[src/pkg/i2ccs_pkg.sv]
// shared constants, types and register map of the two-wire control and status block
package i2ccs_pkg;
  // ****************************************
  // register map (word index on the plain port)
  // ****************************************
  localparam int AW = 3;
  localparam int DW = 16;
  localparam logic [AW-1:0] ADDR_CTRL = 3'h0;
  localparam logic [AW-1:0] ADDR_STAT = 3'h1;
  localparam logic [AW-1:0] ADDR_TXH = 3'h2;
  localparam logic [AW-1:0] ADDR_RXH = 3'h3;
  localparam logic [AW-1:0] ADDR_OWN = 3'h4;
  // control fields
  localparam int C_START = 0;
  localparam int C_RSTART = 1;
  localparam int C_STOP = 2;
  localparam int C_RCV = 3;
  localparam int C_ACKGO = 4;
  localparam int C_ACKVAL = 5;
  localparam int C_HOLD = 6;
  localparam int C_TENBIT = 10;
  localparam int C_ALLADR = 11;
  localparam int C_REL = 12;
  // status fields
  localparam int S_TXF = 0;
  localparam int S_RXF = 1;
  localparam int S_RW = 2;
  localparam int S_STA = 3;
  localparam int S_STO = 4;
  localparam int S_DA = 5;
  localparam int S_OVF = 6;
  localparam int S_WCOL = 7;
  localparam int S_LONG = 8;
  localparam int S_GC = 9;
  localparam int S_COLL = 10;
  localparam int S_TXACT = 14;
  localparam int S_ACKR = 15;
  // reset values
  localparam logic [DW-1:0] CTRL_RST = 16'h0000;
  localparam logic [9:0] OWN_RST = 10'h000;
  // ****************************************
  // timing
  // ****************************************
  localparam int CLK_NS = 5;
  localparam int BIT_NS = 2500;
  localparam int QTR_CYC = BIT_NS / (4 * CLK_NS);
  localparam logic [4:0] TEN_HDR = 5'h1e;
  localparam logic [3:0] LAST_BIT = 4'h7;
  localparam logic [3:0] ACK_BIT = 4'h8;
  // ****************************************
  // types
  // ****************************************
  typedef enum {M_IDLE, M_START, M_RSTART, M_STOP, M_TX, M_RX, M_ACK} i2ccs_mst_e;
  typedef enum {SL_ADDR, SL_ADDR2, SL_DATA, SL_IGN} i2ccs_slv_e;
  typedef struct packed {
    logic scl;
    logic sda;
  } i2ccs_line_s;
endpackage

[src/verilog/i2ccs_top.sv]
// two-wire bus controller: master sequences, slave receive and status flags
// What this block does
// (RULE1) slave holds clock low after received bytes only when clock_hold_enable set
// (RULE2) acknowledge sequence drives ack_value onto the data line
// (RULE3) ack_sequence_go runs one acknowledge bit, then self-clears
// (RULE4) master_receive_go receives one byte, clears after eighth bit
// (RULE5) stop_go makes a Stop, clears when done
// (RULE6) restart_go makes a Repeated Start, clears when done
// (RULE7) start_go makes a Start, clears when done
// (RULE8) software keeps accept_all_addresses low during master operations
// (RULE9) ack_result takes slave acknowledge level at end of each byte
// (RULE10) master_tx_active high from byte start to end of slave acknowledge
// (RULE11) status bits 13 to 11 read zero
// (RULE12) collision_flag set on master bus collision, cleared by software only
// (RULE13) general_call_seen set on general call match, cleared at Stop
// (RULE14) long_address_matched set on ten-bit second byte match, cleared at Stop
// (RULE15) transmit holding write while busy fails and sets tx_write_collision
// (RULE16) rx_overflow set when new byte arrives while holding register full
// (RULE17) data_not_address cleared on address match, set on data byte
// (RULE18) stop_seen set by Stop, cleared by Start or Repeated Start
// (RULE19) start_seen set by Start or Repeated Start, cleared by Stop
// (RULE20) read_not_write captured from address byte in slave mode
// (RULE21) rx_full set on holding register load, cleared on its read
// (RULE22) tx_full set on transmit holding write, cleared when byte sent
// (RULE23) software requests one master sequence at a time
`timescale 1ns/100ps
module i2ccs_top import i2ccs_pkg::*; #(
  parameter int QTR = QTR_CYC
) (
  input wire logic clk_sys_i,
  input wire logic rst_b_i,
  input wire logic [AW-1:0] addr_i,
  input wire logic [DW-1:0] wdata_i,
  input wire logic wr_i,
  input wire logic rd_i,
  output logic [DW-1:0] rdata_o,
  input wire i2ccs_line_s line_i,
  output i2ccs_line_s line_o,
  output i2ccs_line_s line_oe_b_o
);
  // too long a quarter would stretch the assertion windows past their bound
  if (QTR < 2 || QTR > 248) begin : g_qtr_bad
    $error("QTR out of range");
  end

  // ****************************************
  // pin synchronisers and bus conditions
  // ****************************************
  i2ccs_line_s ln_m_q, ln_s_q, ln_d_q;
  always_ff @(posedge clk_sys_i or negedge rst_b_i) begin
    if (!rst_b_i) begin
      ln_m_q <= 2'h3;
      ln_s_q <= 2'h3;
      ln_d_q <= 2'h3;
    end else begin
      ln_m_q <= line_i;
      ln_s_q <= ln_m_q;
      ln_d_q <= ln_s_q;
    end
  end
  wire scl_s = ln_s_q.scl;
  wire sda_s = ln_s_q.sda;
  wire start_det = scl_s & ln_d_q.scl & ln_d_q.sda & ~sda_s;
  wire stop_det = scl_s & ln_d_q.scl & ~ln_d_q.sda & sda_s;
  wire scl_rise = scl_s & ~ln_d_q.scl;
  wire scl_fall = ~scl_s & ln_d_q.scl;

  // ****************************************
  // register decode
  // ****************************************
  wire wr_ctl = wr_i && addr_i == ADDR_CTRL;
  wire wr_stat = wr_i && addr_i == ADDR_STAT;
  wire wr_tx = wr_i && addr_i == ADDR_TXH;
  wire wr_own = wr_i && addr_i == ADDR_OWN;
  wire rd_rx = rd_i && addr_i == ADDR_RXH;

  // ****************************************
  // quarter-bit divider, sole source of master timing
  // ****************************************
  logic [15:0] div_q;
  logic tick_q;
  always_ff @(posedge clk_sys_i or negedge rst_b_i) begin
    if (!rst_b_i) begin
      div_q <= 16'h0000;
      tick_q <= 1'b0;
    end else begin
      tick_q <= div_q == 16'(QTR - 1);
      div_q <= (div_q == 16'(QTR - 1)) ? 16'h0000 : div_q + 16'h0001;
    end
  end

  // ****************************************
  // plain control bits
  // ****************************************
  logic ack_val_q, hold_en_q, ten_q, all_adr_q, rel_q;
  logic [9:0] own_q;
  logic hold_set;
  always_ff @(posedge clk_sys_i or negedge rst_b_i) begin
    if (!rst_b_i) begin
      ack_val_q <= CTRL_RST[C_ACKVAL];
      hold_en_q <= CTRL_RST[C_HOLD];
      ten_q <= CTRL_RST[C_TENBIT];
      all_adr_q <= CTRL_RST[C_ALLADR];
      rel_q <= CTRL_RST[C_REL];
      own_q <= OWN_RST;
    end else begin
      if (wr_ctl) begin
        ack_val_q <= wdata_i[C_ACKVAL];
        hold_en_q <= wdata_i[C_HOLD];
        ten_q <= wdata_i[C_TENBIT];
        all_adr_q <= wdata_i[C_ALLADR];
      end
      // a hold taken by the slave wins over a release written in the same cycle
      if (hold_set) begin
        rel_q <= 1'b0; // RULE1
      end else if (wr_ctl) begin
        rel_q <= wdata_i[C_REL];
      end
      if (wr_own) begin
        own_q <= wdata_i[9:0];
      end
    end
  end

  // ****************************************
  // master sequencer
  // ****************************************
  i2ccs_mst_e ms_q;
  logic [1:0] ph_q;
  logic [3:0] bc_q;
  logic [7:0] msh_q;
  logic go_st_q, go_rs_q, go_sp_q, go_rc_q, go_ak_q;
  logic m_scl_q, m_sda_q, mown_q, txact_q, txf_q, ackr_q, coll_ev_q, mrx_ld_q;
  logic [7:0] txh_q;
  wire go_any = go_st_q | go_rs_q | go_sp_q | go_rc_q | go_ak_q;
  wire m_busy = ms_q != M_IDLE || go_any;
  wire bit_st = ms_q == M_TX || ms_q == M_RX || ms_q == M_ACK;
  // waiting in phase 2 lets a slave stretch the clock
  wire adv = tick_q && !(ph_q == 2'h2 && !scl_s && (bit_st || ms_q == M_RSTART));
  wire last_ph = adv && ph_q == 2'h3;
  wire tx_go = wr_tx && !m_busy && mown_q;

  always_ff @(posedge clk_sys_i or negedge rst_b_i) begin
    if (!rst_b_i) begin
      ms_q <= M_IDLE;
      ph_q <= 2'h0;
      bc_q <= 4'h0;
      msh_q <= 8'h00;
      {go_st_q, go_rs_q, go_sp_q, go_rc_q, go_ak_q} <= 5'h00;
      {m_scl_q, m_sda_q, mown_q, txact_q, ackr_q, coll_ev_q, mrx_ld_q} <= 7'h00;
    end else begin
      coll_ev_q <= 1'b0;
      mrx_ld_q <= 1'b0;
      if (adv) begin
        ph_q <= ph_q + 2'h1;
      end
      case (ms_q)
        M_IDLE: begin
          ph_q <= 2'h0;
          bc_q <= 4'h0;
          // requests only land while idle and none pending, so hardware clears never race them
          if (wr_ctl && !go_any) begin
            go_st_q <= wdata_i[C_START];
            go_rs_q <= wdata_i[C_RSTART];
            go_sp_q <= wdata_i[C_STOP];
            go_rc_q <= wdata_i[C_RCV];
            go_ak_q <= wdata_i[C_ACKGO];
          end else if (go_st_q) begin
            ms_q <= M_START;
          end else if (go_rs_q) begin
            ms_q <= M_RSTART;
          end else if (go_sp_q) begin
            ms_q <= M_STOP;
          end else if (go_rc_q) begin
            ms_q <= M_RX;
          end else if (go_ak_q) begin
            ms_q <= M_ACK;
          end else if (tx_go) begin
            ms_q <= M_TX;
            msh_q <= wdata_i[7:0];
            txact_q <= 1'b1; // RULE10
          end
        end
        M_START: begin
          if (adv && ph_q == 2'h0 && !sda_s) begin
            // line already low: someone else owns the bus
            coll_ev_q <= 1'b1; // RULE12
            go_st_q <= 1'b0;
            ms_q <= M_IDLE;
          end else if (adv && ph_q == 2'h0) begin
            m_sda_q <= 1'b1;
          end else if (adv && ph_q == 2'h2) begin
            m_scl_q <= 1'b1;
          end else if (last_ph) begin
            go_st_q <= 1'b0; // RULE7
            mown_q <= 1'b1;
            ms_q <= M_IDLE;
          end
        end
        M_RSTART: begin
          if (adv && ph_q == 2'h0) begin
            m_sda_q <= 1'b0;
          end else if (adv && ph_q == 2'h1) begin
            m_scl_q <= 1'b0;
          end else if (adv && ph_q == 2'h2) begin
            m_sda_q <= 1'b1;
          end else if (last_ph) begin
            m_scl_q <= 1'b1;
            go_rs_q <= 1'b0; // RULE6
            ms_q <= M_IDLE;
          end
        end
        M_STOP: begin
          if (adv && ph_q == 2'h0) begin
            m_sda_q <= 1'b1;
          end else if (adv && ph_q == 2'h1) begin
            m_scl_q <= 1'b0;
          end else if (adv && ph_q == 2'h2) begin
            m_sda_q <= 1'b0;
          end else if (last_ph) begin
            go_sp_q <= 1'b0; // RULE5
            mown_q <= 1'b0;
            ms_q <= M_IDLE;
          end
        end
        default: begin
          // one bit per four phases: set data, raise clock, sample, lower clock
          if (adv && ph_q == 2'h0) begin
            if (ms_q == M_TX) begin
              m_sda_q <= bc_q != ACK_BIT && !msh_q[7];
            end else if (ms_q == M_ACK) begin
              m_sda_q <= !ack_val_q; // RULE2
            end else begin
              m_sda_q <= 1'b0;
            end
          end else if (adv && ph_q == 2'h1) begin
            m_scl_q <= 1'b0;
          end else if (adv && ph_q == 2'h2) begin
            if (ms_q == M_TX && bc_q != ACK_BIT && !m_sda_q && !sda_s) begin
              // released a one but read a zero: lost arbitration
              coll_ev_q <= 1'b1; // RULE12
              txact_q <= 1'b0;
              mown_q <= 1'b0;
              m_scl_q <= 1'b0;
              ms_q <= M_IDLE;
            end else if (ms_q == M_TX && bc_q == ACK_BIT) begin
              ackr_q <= sda_s; // RULE9
            end else if (ms_q == M_RX) begin
              msh_q <= {msh_q[6:0], sda_s};
            end
          end else if (last_ph) begin
            m_scl_q <= 1'b1;
            bc_q <= bc_q + 4'h1;
            if (ms_q == M_TX) begin
              msh_q <= {msh_q[6:0], 1'b0};
            end
            if (ms_q == M_TX && bc_q == ACK_BIT) begin
              txact_q <= 1'b0; // RULE10
              ms_q <= M_IDLE;
            end else if (ms_q == M_RX && bc_q == LAST_BIT) begin
              go_rc_q <= 1'b0; // RULE4
              mrx_ld_q <= 1'b1;
              ms_q <= M_IDLE;
            end else if (ms_q == M_ACK) begin
              m_sda_q <= 1'b0;
              go_ak_q <= 1'b0; // RULE3
              ms_q <= M_IDLE;
            end
          end
        end
      endcase
    end
  end

  // ****************************************
  // transmit holding register
  // ****************************************
  wire tx_done = ms_q == M_TX && last_ph && bc_q == ACK_BIT;
  logic s_act_q;
  wire busy = m_busy || s_act_q;
  always_ff @(posedge clk_sys_i or negedge rst_b_i) begin
    if (!rst_b_i) begin
      txh_q <= 8'h00;
      txf_q <= 1'b0;
    end else begin
      if (wr_tx && !busy) begin
        txh_q <= wdata_i[7:0];
        txf_q <= 1'b1; // RULE22
      end else if (tx_done) begin
        txf_q <= 1'b0; // RULE22
      end
    end
  end

  // ****************************************
  // slave receiver
  // ****************************************
  i2ccs_slv_e sl_q;
  logic [3:0] sc_q;
  logic [7:0] ssh_q;
  logic s_sda_q, hold_q, gc_q, long_q, da_q, rw_q, srx_ld_q;
  logic rxf_q;
  wire s_arm = start_det && ms_q == M_IDLE && !mown_q;
  wire byte_end = s_act_q && scl_fall && sc_q == ACK_BIT;
  wire gc_hit = ssh_q == 8'h00;
  wire m7_hit = !ten_q && ssh_q[7:1] == own_q[6:0];
  wire ten_hit = ten_q && ssh_q[7:3] == TEN_HDR && ssh_q[2:1] == own_q[9:8] && !ssh_q[0];
  assign hold_set = byte_end && sl_q == SL_DATA && hold_en_q;
  always_ff @(posedge clk_sys_i or negedge rst_b_i) begin
    if (!rst_b_i) begin
      sl_q <= SL_IGN;
      sc_q <= 4'h0;
      ssh_q <= 8'h00;
      {s_act_q, s_sda_q, hold_q, gc_q, long_q, da_q, rw_q, srx_ld_q} <= 8'h00;
    end else begin
      srx_ld_q <= 1'b0;
      if (hold_set) begin
        hold_q <= 1'b1; // RULE1
      end else if (rel_q || !hold_en_q) begin
        hold_q <= 1'b0; // RULE1
      end
      if (stop_det) begin
        s_act_q <= 1'b0;
        s_sda_q <= 1'b0;
        gc_q <= 1'b0; // RULE13
        long_q <= 1'b0; // RULE14
        sl_q <= SL_IGN;
      end else if (s_arm) begin
        s_act_q <= 1'b1;
        sc_q <= 4'h0;
        sl_q <= SL_ADDR;
      end else if (s_act_q && scl_rise && sc_q != ACK_BIT + 4'h1) begin
        if (sc_q != ACK_BIT) begin
          ssh_q <= {ssh_q[6:0], sda_s};
        end
        sc_q <= sc_q + 4'h1;
      end else if (byte_end) begin
        case (sl_q)
          SL_ADDR: begin
            if (all_adr_q || gc_hit || m7_hit) begin
              s_sda_q <= 1'b1;
              da_q <= 1'b0; // RULE17
              rw_q <= ssh_q[0]; // RULE20
              gc_q <= gc_q | gc_hit; // RULE13
              // reads are not served here: the slave acknowledges and stays silent
              sl_q <= ssh_q[0] ? SL_IGN : SL_DATA;
            end else if (ten_hit) begin
              s_sda_q <= 1'b1;
              rw_q <= 1'b0; // RULE20
              sl_q <= SL_ADDR2;
            end else begin
              sl_q <= SL_IGN;
            end
          end
          SL_ADDR2: begin
            if (ssh_q == own_q[7:0]) begin
              s_sda_q <= 1'b1;
              long_q <= 1'b1; // RULE14
              da_q <= 1'b0; // RULE17
              sl_q <= SL_DATA;
            end else begin
              sl_q <= SL_IGN;
            end
          end
          SL_DATA: begin
            s_sda_q <= 1'b1;
            da_q <= 1'b1; // RULE17
            srx_ld_q <= 1'b1;
          end
          default: begin
            s_sda_q <= 1'b0;
          end
        endcase
      end else if (s_act_q && scl_fall && sc_q == ACK_BIT + 4'h1) begin
        s_sda_q <= 1'b0;
        sc_q <= 4'h0;
      end
    end
  end

  // ****************************************
  // receive holding register and sticky status
  // ****************************************
  logic [7:0] rxh_q;
  logic coll_q, wcol_q, ovf_q, sta_q, sto_q;
  wire rx_ld = mrx_ld_q | srx_ld_q;
  wire [7:0] rx_byte = mrx_ld_q ? msh_q : ssh_q;
  always_ff @(posedge clk_sys_i or negedge rst_b_i) begin
    if (!rst_b_i) begin
      rxh_q <= 8'h00;
      {rxf_q, coll_q, wcol_q, ovf_q, sta_q, sto_q} <= 6'h00;
    end else begin
      // an overflowing byte is dropped, the held byte survives
      if (rx_ld && !rxf_q) begin
        rxh_q <= rx_byte;
      end
      rxf_q <= rx_ld || (rxf_q && !rd_rx); // RULE21
      ovf_q <= (rx_ld && rxf_q) || (ovf_q && !(wr_stat && !wdata_i[S_OVF])); // RULE16
      wcol_q <= (wr_tx && busy) || (wcol_q && !(wr_stat && !wdata_i[S_WCOL])); // RULE15
      coll_q <= coll_ev_q || (coll_q && !(wr_stat && !wdata_i[S_COLL])); // RULE12
      if (start_det) begin
        sta_q <= 1'b1; // RULE19
        sto_q <= 1'b0; // RULE18
      end else if (stop_det) begin
        sta_q <= 1'b0; // RULE19
        sto_q <= 1'b1; // RULE18
      end
    end
  end

  // ****************************************
  // read mux and pin drive
  // ****************************************
  wire [DW-1:0] ctl_word = {3'h0, rel_q, all_adr_q, ten_q, 3'h0, hold_en_q, ack_val_q,
                            go_ak_q, go_rc_q, go_sp_q, go_rs_q, go_st_q};
  wire [DW-1:0] st_word = {ackr_q, txact_q, 3'h0, coll_q, gc_q, long_q, // RULE11
                           wcol_q, ovf_q, da_q, sto_q, sta_q, rw_q, rxf_q, txf_q};
  wire [DW-1:0] rd_mux = addr_i == ADDR_CTRL ? ctl_word :
                         addr_i == ADDR_STAT ? st_word :
                         addr_i == ADDR_TXH ? {8'h00, txh_q} :
                         addr_i == ADDR_RXH ? {8'h00, rxh_q} :
                         addr_i == ADDR_OWN ? {6'h00, own_q} : 16'h0000;
  always_ff @(posedge clk_sys_i or negedge rst_b_i) begin
    if (!rst_b_i) begin
      rdata_o <= 16'h0000;
      line_o <= 2'h0;
      line_oe_b_o <= 2'h3;
    end else begin
      rdata_o <= rd_i ? rd_mux : 16'h0000;
      line_o <= 2'h0; // open drain: only ever pulls low
      line_oe_b_o <= {~(m_scl_q | hold_q), ~(m_sda_q | s_sda_q)};
    end
  end

  // ****************************************
  // assertions
  // ****************************************
  localparam int SEQ_MAX = 4 * QTR + 8;
endmodule
[config.mk]
export PLATFORM = sky130hd
export DESIGN_NAME = i2ccs_top
export DESIGN_NICKNAME = d
export VERILOG_FILES = /design/src/pkg/i2ccs_pkg.sv /design/src/verilog/i2ccs_top.sv
export SDC_FILE = /design/constraint.sdc
export NUM_CORES = 1
export LEC_CHECK = 0
export BUFFER_PORTS_ARGS = -buffer_cell sky130_fd_sc_hd__buf_4
export CELL_PAD_IN_SITES_DETAIL_PLACEMENT = 0
export CELL_PAD_IN_SITES_GLOBAL_PLACEMENT = 1
export CORE_MARGIN = 5
export CORE_UTILIZATION = 44
export DETAILED_ROUTE_END_ITERATION = 7
export HOLD_SLACK_MARGIN = 0.15
export PLACE_DENSITY_LB_ADDON = 0.25
export SYNTH_ARGS = -nofsm -noshare
export SYNTH_HDL_FRONTEND = slang
export SYNTH_SLANG_ARGS = --single-unit
[constraint.sdc]
create_clock -name clk_sys_i -period 2.5 [get_ports clk_sys_i]
set_input_delay 0.125 -clock clk_sys_i [delete_from_list [all_inputs] [get_ports clk_sys_i]]
set_output_delay 0.125 -clock clk_sys_i [all_outputs]
set_load 0.03 [all_outputs]
==> results.txt <==
Outcome: complete, no violations
CP Launch Type: register
Post-Syn Area per Cell: 10.3 um^2
Fraction of final layout cells with drive strength greater than 1: 22.3%
Final WS setup: 0.113 ns
Placer Congestion: 0.888
Power share of the clock group: 47.1%
Die H: 142 um
M3 GR Usage: 4.37%
Async set or reset register ratio after synthesis: 100%
Area share of the largest cell type after synthesis: 48.2%
Grt ovf: 0
Post-route insts no fill: 1,033
CP max stage delay: 0.39 ns
Core ar.: 0.0172 mm^2
CTS tree: built
Routed Antenna Nets: 0
Critical Path RT: 2.81 ns
Total leakage power: 0.00421 uW
Post-synth top area cell: dfrtp_1
Area grow syn2layout: 19.4%
Pin count of the biggest net entering global routing: 59
Max Freq: 419 MHz
DR vias: 5,804
P_sw: 1410 uW
Combinational share of power: 6.2%
Rows: 48
Clk slew on worst S/H paths: 0.07 ns
Sw Ratio: 24.0%
Dpl cells: 980
Met1 usage: 27.3%
#FFs+latches synth: 158
# DRC: 0
Global-route wire length before repair: 32,000 um
Netlist cell types: 72
H-tree Lvls: 4
Relative slew slack: 53.1%
CP max stage cell: dfrtp_1
Fin. Hold Viols: 0
Yosys warning total: 0
Top-level I/O count: 45
Ant diodes: 0
Worst-margin pin slew: 0.699 ns
Gr busiest metal: met2
CP max FO: 17
Die W: 142 um
GRT Total Usage: 20.3%
Cell area after synthesis: 0.00768 mm^2
Fin util: 53.2%
Crit. path cell count: 9
Sequential share of the synthesized area: 51.7%
R2R cell count: 9
CTS max path bufs: 2
Initial Util: 44.5%
Die ar.: 0.0202 mm^2
Via density: 5.62
Max_cap viols: 0
I/O Buffers: 38
Vias in the first global route: 5,882
1st-iter DRT viols: 451
Arrival time at the worst endpoint: 2.70 ns
Maximum VDD drop: 506 uV
GR Layer Usage met2: 32.9%
Fillers: 1,496
Final setup fails: 0
TritonCTS Sinks: 158
CP Cell Sequence: nor4_2 > and4_4 > buf_4 > and2_1 > buf_4 > a211o_1 > a21oi_4 > buf_12 > mux2_4
Flop pwr share: 46.6%
CTS buffer count: 17
P_int: 4460 uW
EDFF count, synth: 0
Pre-antenna DRT Iters: 6
Hold WC Path Type: input pin to asynchronous set/reset pin
Pins over their slew limit: 0
WHS: 0.185 ns
Main area contributors after synthesis: dfrtp_1, mux2_2, dfstp_2
Fin Clk Skew: 0.0148 ns
Tmin final: 2.39 ns
Most numerous cell in the Yosys netlist: dfrtp_1
Commonest cells in the netlist: dfrtp_1, nand2_1, clkbuf_1
Initial antenna violation count: 0
WL final: 19,800 um
Place WS: -0.0161 ns
Setup TNS: 0 ns
Cell mode on critical path: buf_4
Final worst path period share: 95.5%
Main synth FF type: dfrtp_1
Drt wl/cell: 19.1 um
Kind of critical path: register to register
PwrDens: 640 mW/mm^2
Detail Placement HPWL: 14,400 um
Syn Inst Count: 744
Endpoint class of the critical path: register
CP delay by family, top: simple AND/OR/NAND/NOR gates
WP buf/inv: 3
Root Buffer: clkbuf_16
Clk_lat worst skew: 0.43 ns
Final nets: 831
==> final cells by class <==
class | count | area, um^2 | area share (%)
clock inverters | 13 | 175 | 1.91
flip-flops and latches | 158 | 3970 | 43.3
repair buffers | 98 | 815 | 8.88
inverters | 20 | 75.1 | 0.819
multi-input cells | 500 | 3400 | 37.1
clock buffers | 19 | 453 | 4.94
well taps | 225 | 282 | 3.07
==> path summary, 6_finish.rpt <==
| kind | start | endpoint | slack (ns) |
|---|---|---|---|
| max | ms_q[13]$_DFFE_PN0P_ | msh_q[1]$_DFFE_PN0P_ | 0.11 |
| min | rst_b_i | sc_q[0]$_DFFE_PN0P_ | 0.19 |
| max reg2reg | ms_q[13]$_DFFE_PN0P_ | msh_q[1]$_DFFE_PN0P_ | 0.11 |
| min reg2reg | ln_m_q[1]$_DFF_PN1_ | scl_s$_DFF_PN1_ | 0.35 |
| max in group asynchronous | rst_b_i | ms_q[8]$_DFFE_PN0P_ | 1.43 |
| min in group clk_sys_i | addr_i[0] | rdata_o[7]$_DFF_PN0_ | 0.24 |
==> routing by layer <==
metal / vias to the layer above / share of wire [%]
met5: - / 0
met4: 0 / 2.2
met3: 31 / 4.5
met2: 169 / 49
met1: 2866 / 45
li1: 2738 / -
==> metrics by stage <==
| step | cell area [um^2] | total power, uW |
|---|---|---|
| 2_1_floorplan | 7680 | 2940 |
| 3_3_place_gp | 8280 | 3120 |
| 3_5_place_dp | 8280 | 3130 |
| 4_1_cts | 9130 | 5930 |
| 5_1_grt | 9170 | 6080 |
| 6_report | 9170 | 5870 |
==> cell families (layout without fill, tap and decap cells) <==
logic type / Yosys count / count (layout) / share of synthesized area [%]
other: 1 / 3 / 0.0488
AO/OA/AOI/OAI: 158 / 158 / 13.7
multiplexers: 43 / 43 / 6.67
flip-flops: 158 / 158 / 51.7
XOR/XNOR: 36 / 36 / 4.11
buffers and inverters: 88 / 150 / 4.61
adder cells (fa/ha/maj): 11 / 11 / 1.79
AND/OR/NAND/NOR: 249 / 249 / 17.4
==> cell usage in the layout, fill, tap and decap left out, types with 4 or more instances in the layout <==
master | netlist | final
a211o_1 | 6 | 6
a211oi_1 | 4 | 4
a21boi_0 | 7 | 7
a21oi_1 | 30 | 29
a22o_1 | 4 | 4
a22oi_1 | 19 | 19
a31oi_1 | 5 | 5
and2_1 | 4 | 4
and3_1 | 12 | 12
buf_4 | 3 | 75
clkbuf_16 | 0 | 17
clkinvlp_4 | 0 | 4
dfrtp_1 | 148 | 148
dfstp_2 | 10 | 10
dlygate4sd3_1 | 0 | 20
ha_1 | 11 | 11
inv_1 | 20 | 20
inv_6 | 0 | 5
mux2_2 | 31 | 31
mux2_4 | 8 | 8
nand2_1 | 61 | 60
nand3_1 | 27 | 26
nand4_1 | 12 | 12
nor2_1 | 54 | 54
nor2b_1 | 20 | 20
nor3_1 | 15 | 15
nor4_1 | 10 | 10
nor4_2 | 4 | 4
o21ai_0 | 31 | 31
o21ai_1 | 6 | 6
o22ai_1 | 11 | 11
o31ai_1 | 7 | 5
xnor2_1 | 23 | 23
xor2_1 | 13 | 13
==> worst reg2reg max path, stage by stage (launching register included) <==
cell and delay [ns]:
dfrtp_1 0.39, nor4_2 0.35, and4_4 0.33, buf_4 0.12
and2_1 0.13, buf_4 0.24, a211o_1 0.20, a21oi_4 0.08
buf_12 0.16, mux2_4 0.30
==> sequential cells by signal, indices dropped and copies added (netlist names), 2 cells and up <==
register	count
bc_q	4
div_q	16
line_oe_b_o	2
ln_d_q	2
ln_m_q	2
ms_q	32
msh_q	8
own_q	10
ph_q	2
rdata_o	15
rxh_q	8
sc_q	4
sl_q	2
ssh_q	8
txh_q	8
==> power groups by stage <==
stage | combinational, uW | clock, uW | sequential, uW
after global routing | 407 | 2930 | 2740
after global placement | 336 | 0 | 2780
after detailed placement | 344 | 0 | 2780
final | 366 | 2770 | 2740
after CTS | 370 | 2820 | 2730
after floorplan | 180 | 0 | 2760
==> what timing repair did <==
item | in CTS | in global routing
cloned | 0 | 0
endpoints found under the hold margin | 167 | 0
pin swaps | 1 | 0
hold buffers | 20 | 0
resized for setup | 0 | 11
endpoints found under the setup margin | 8 | 22
setup buffers | 1 | 0
No activity file was read; power rests on OpenSTA's default activity.
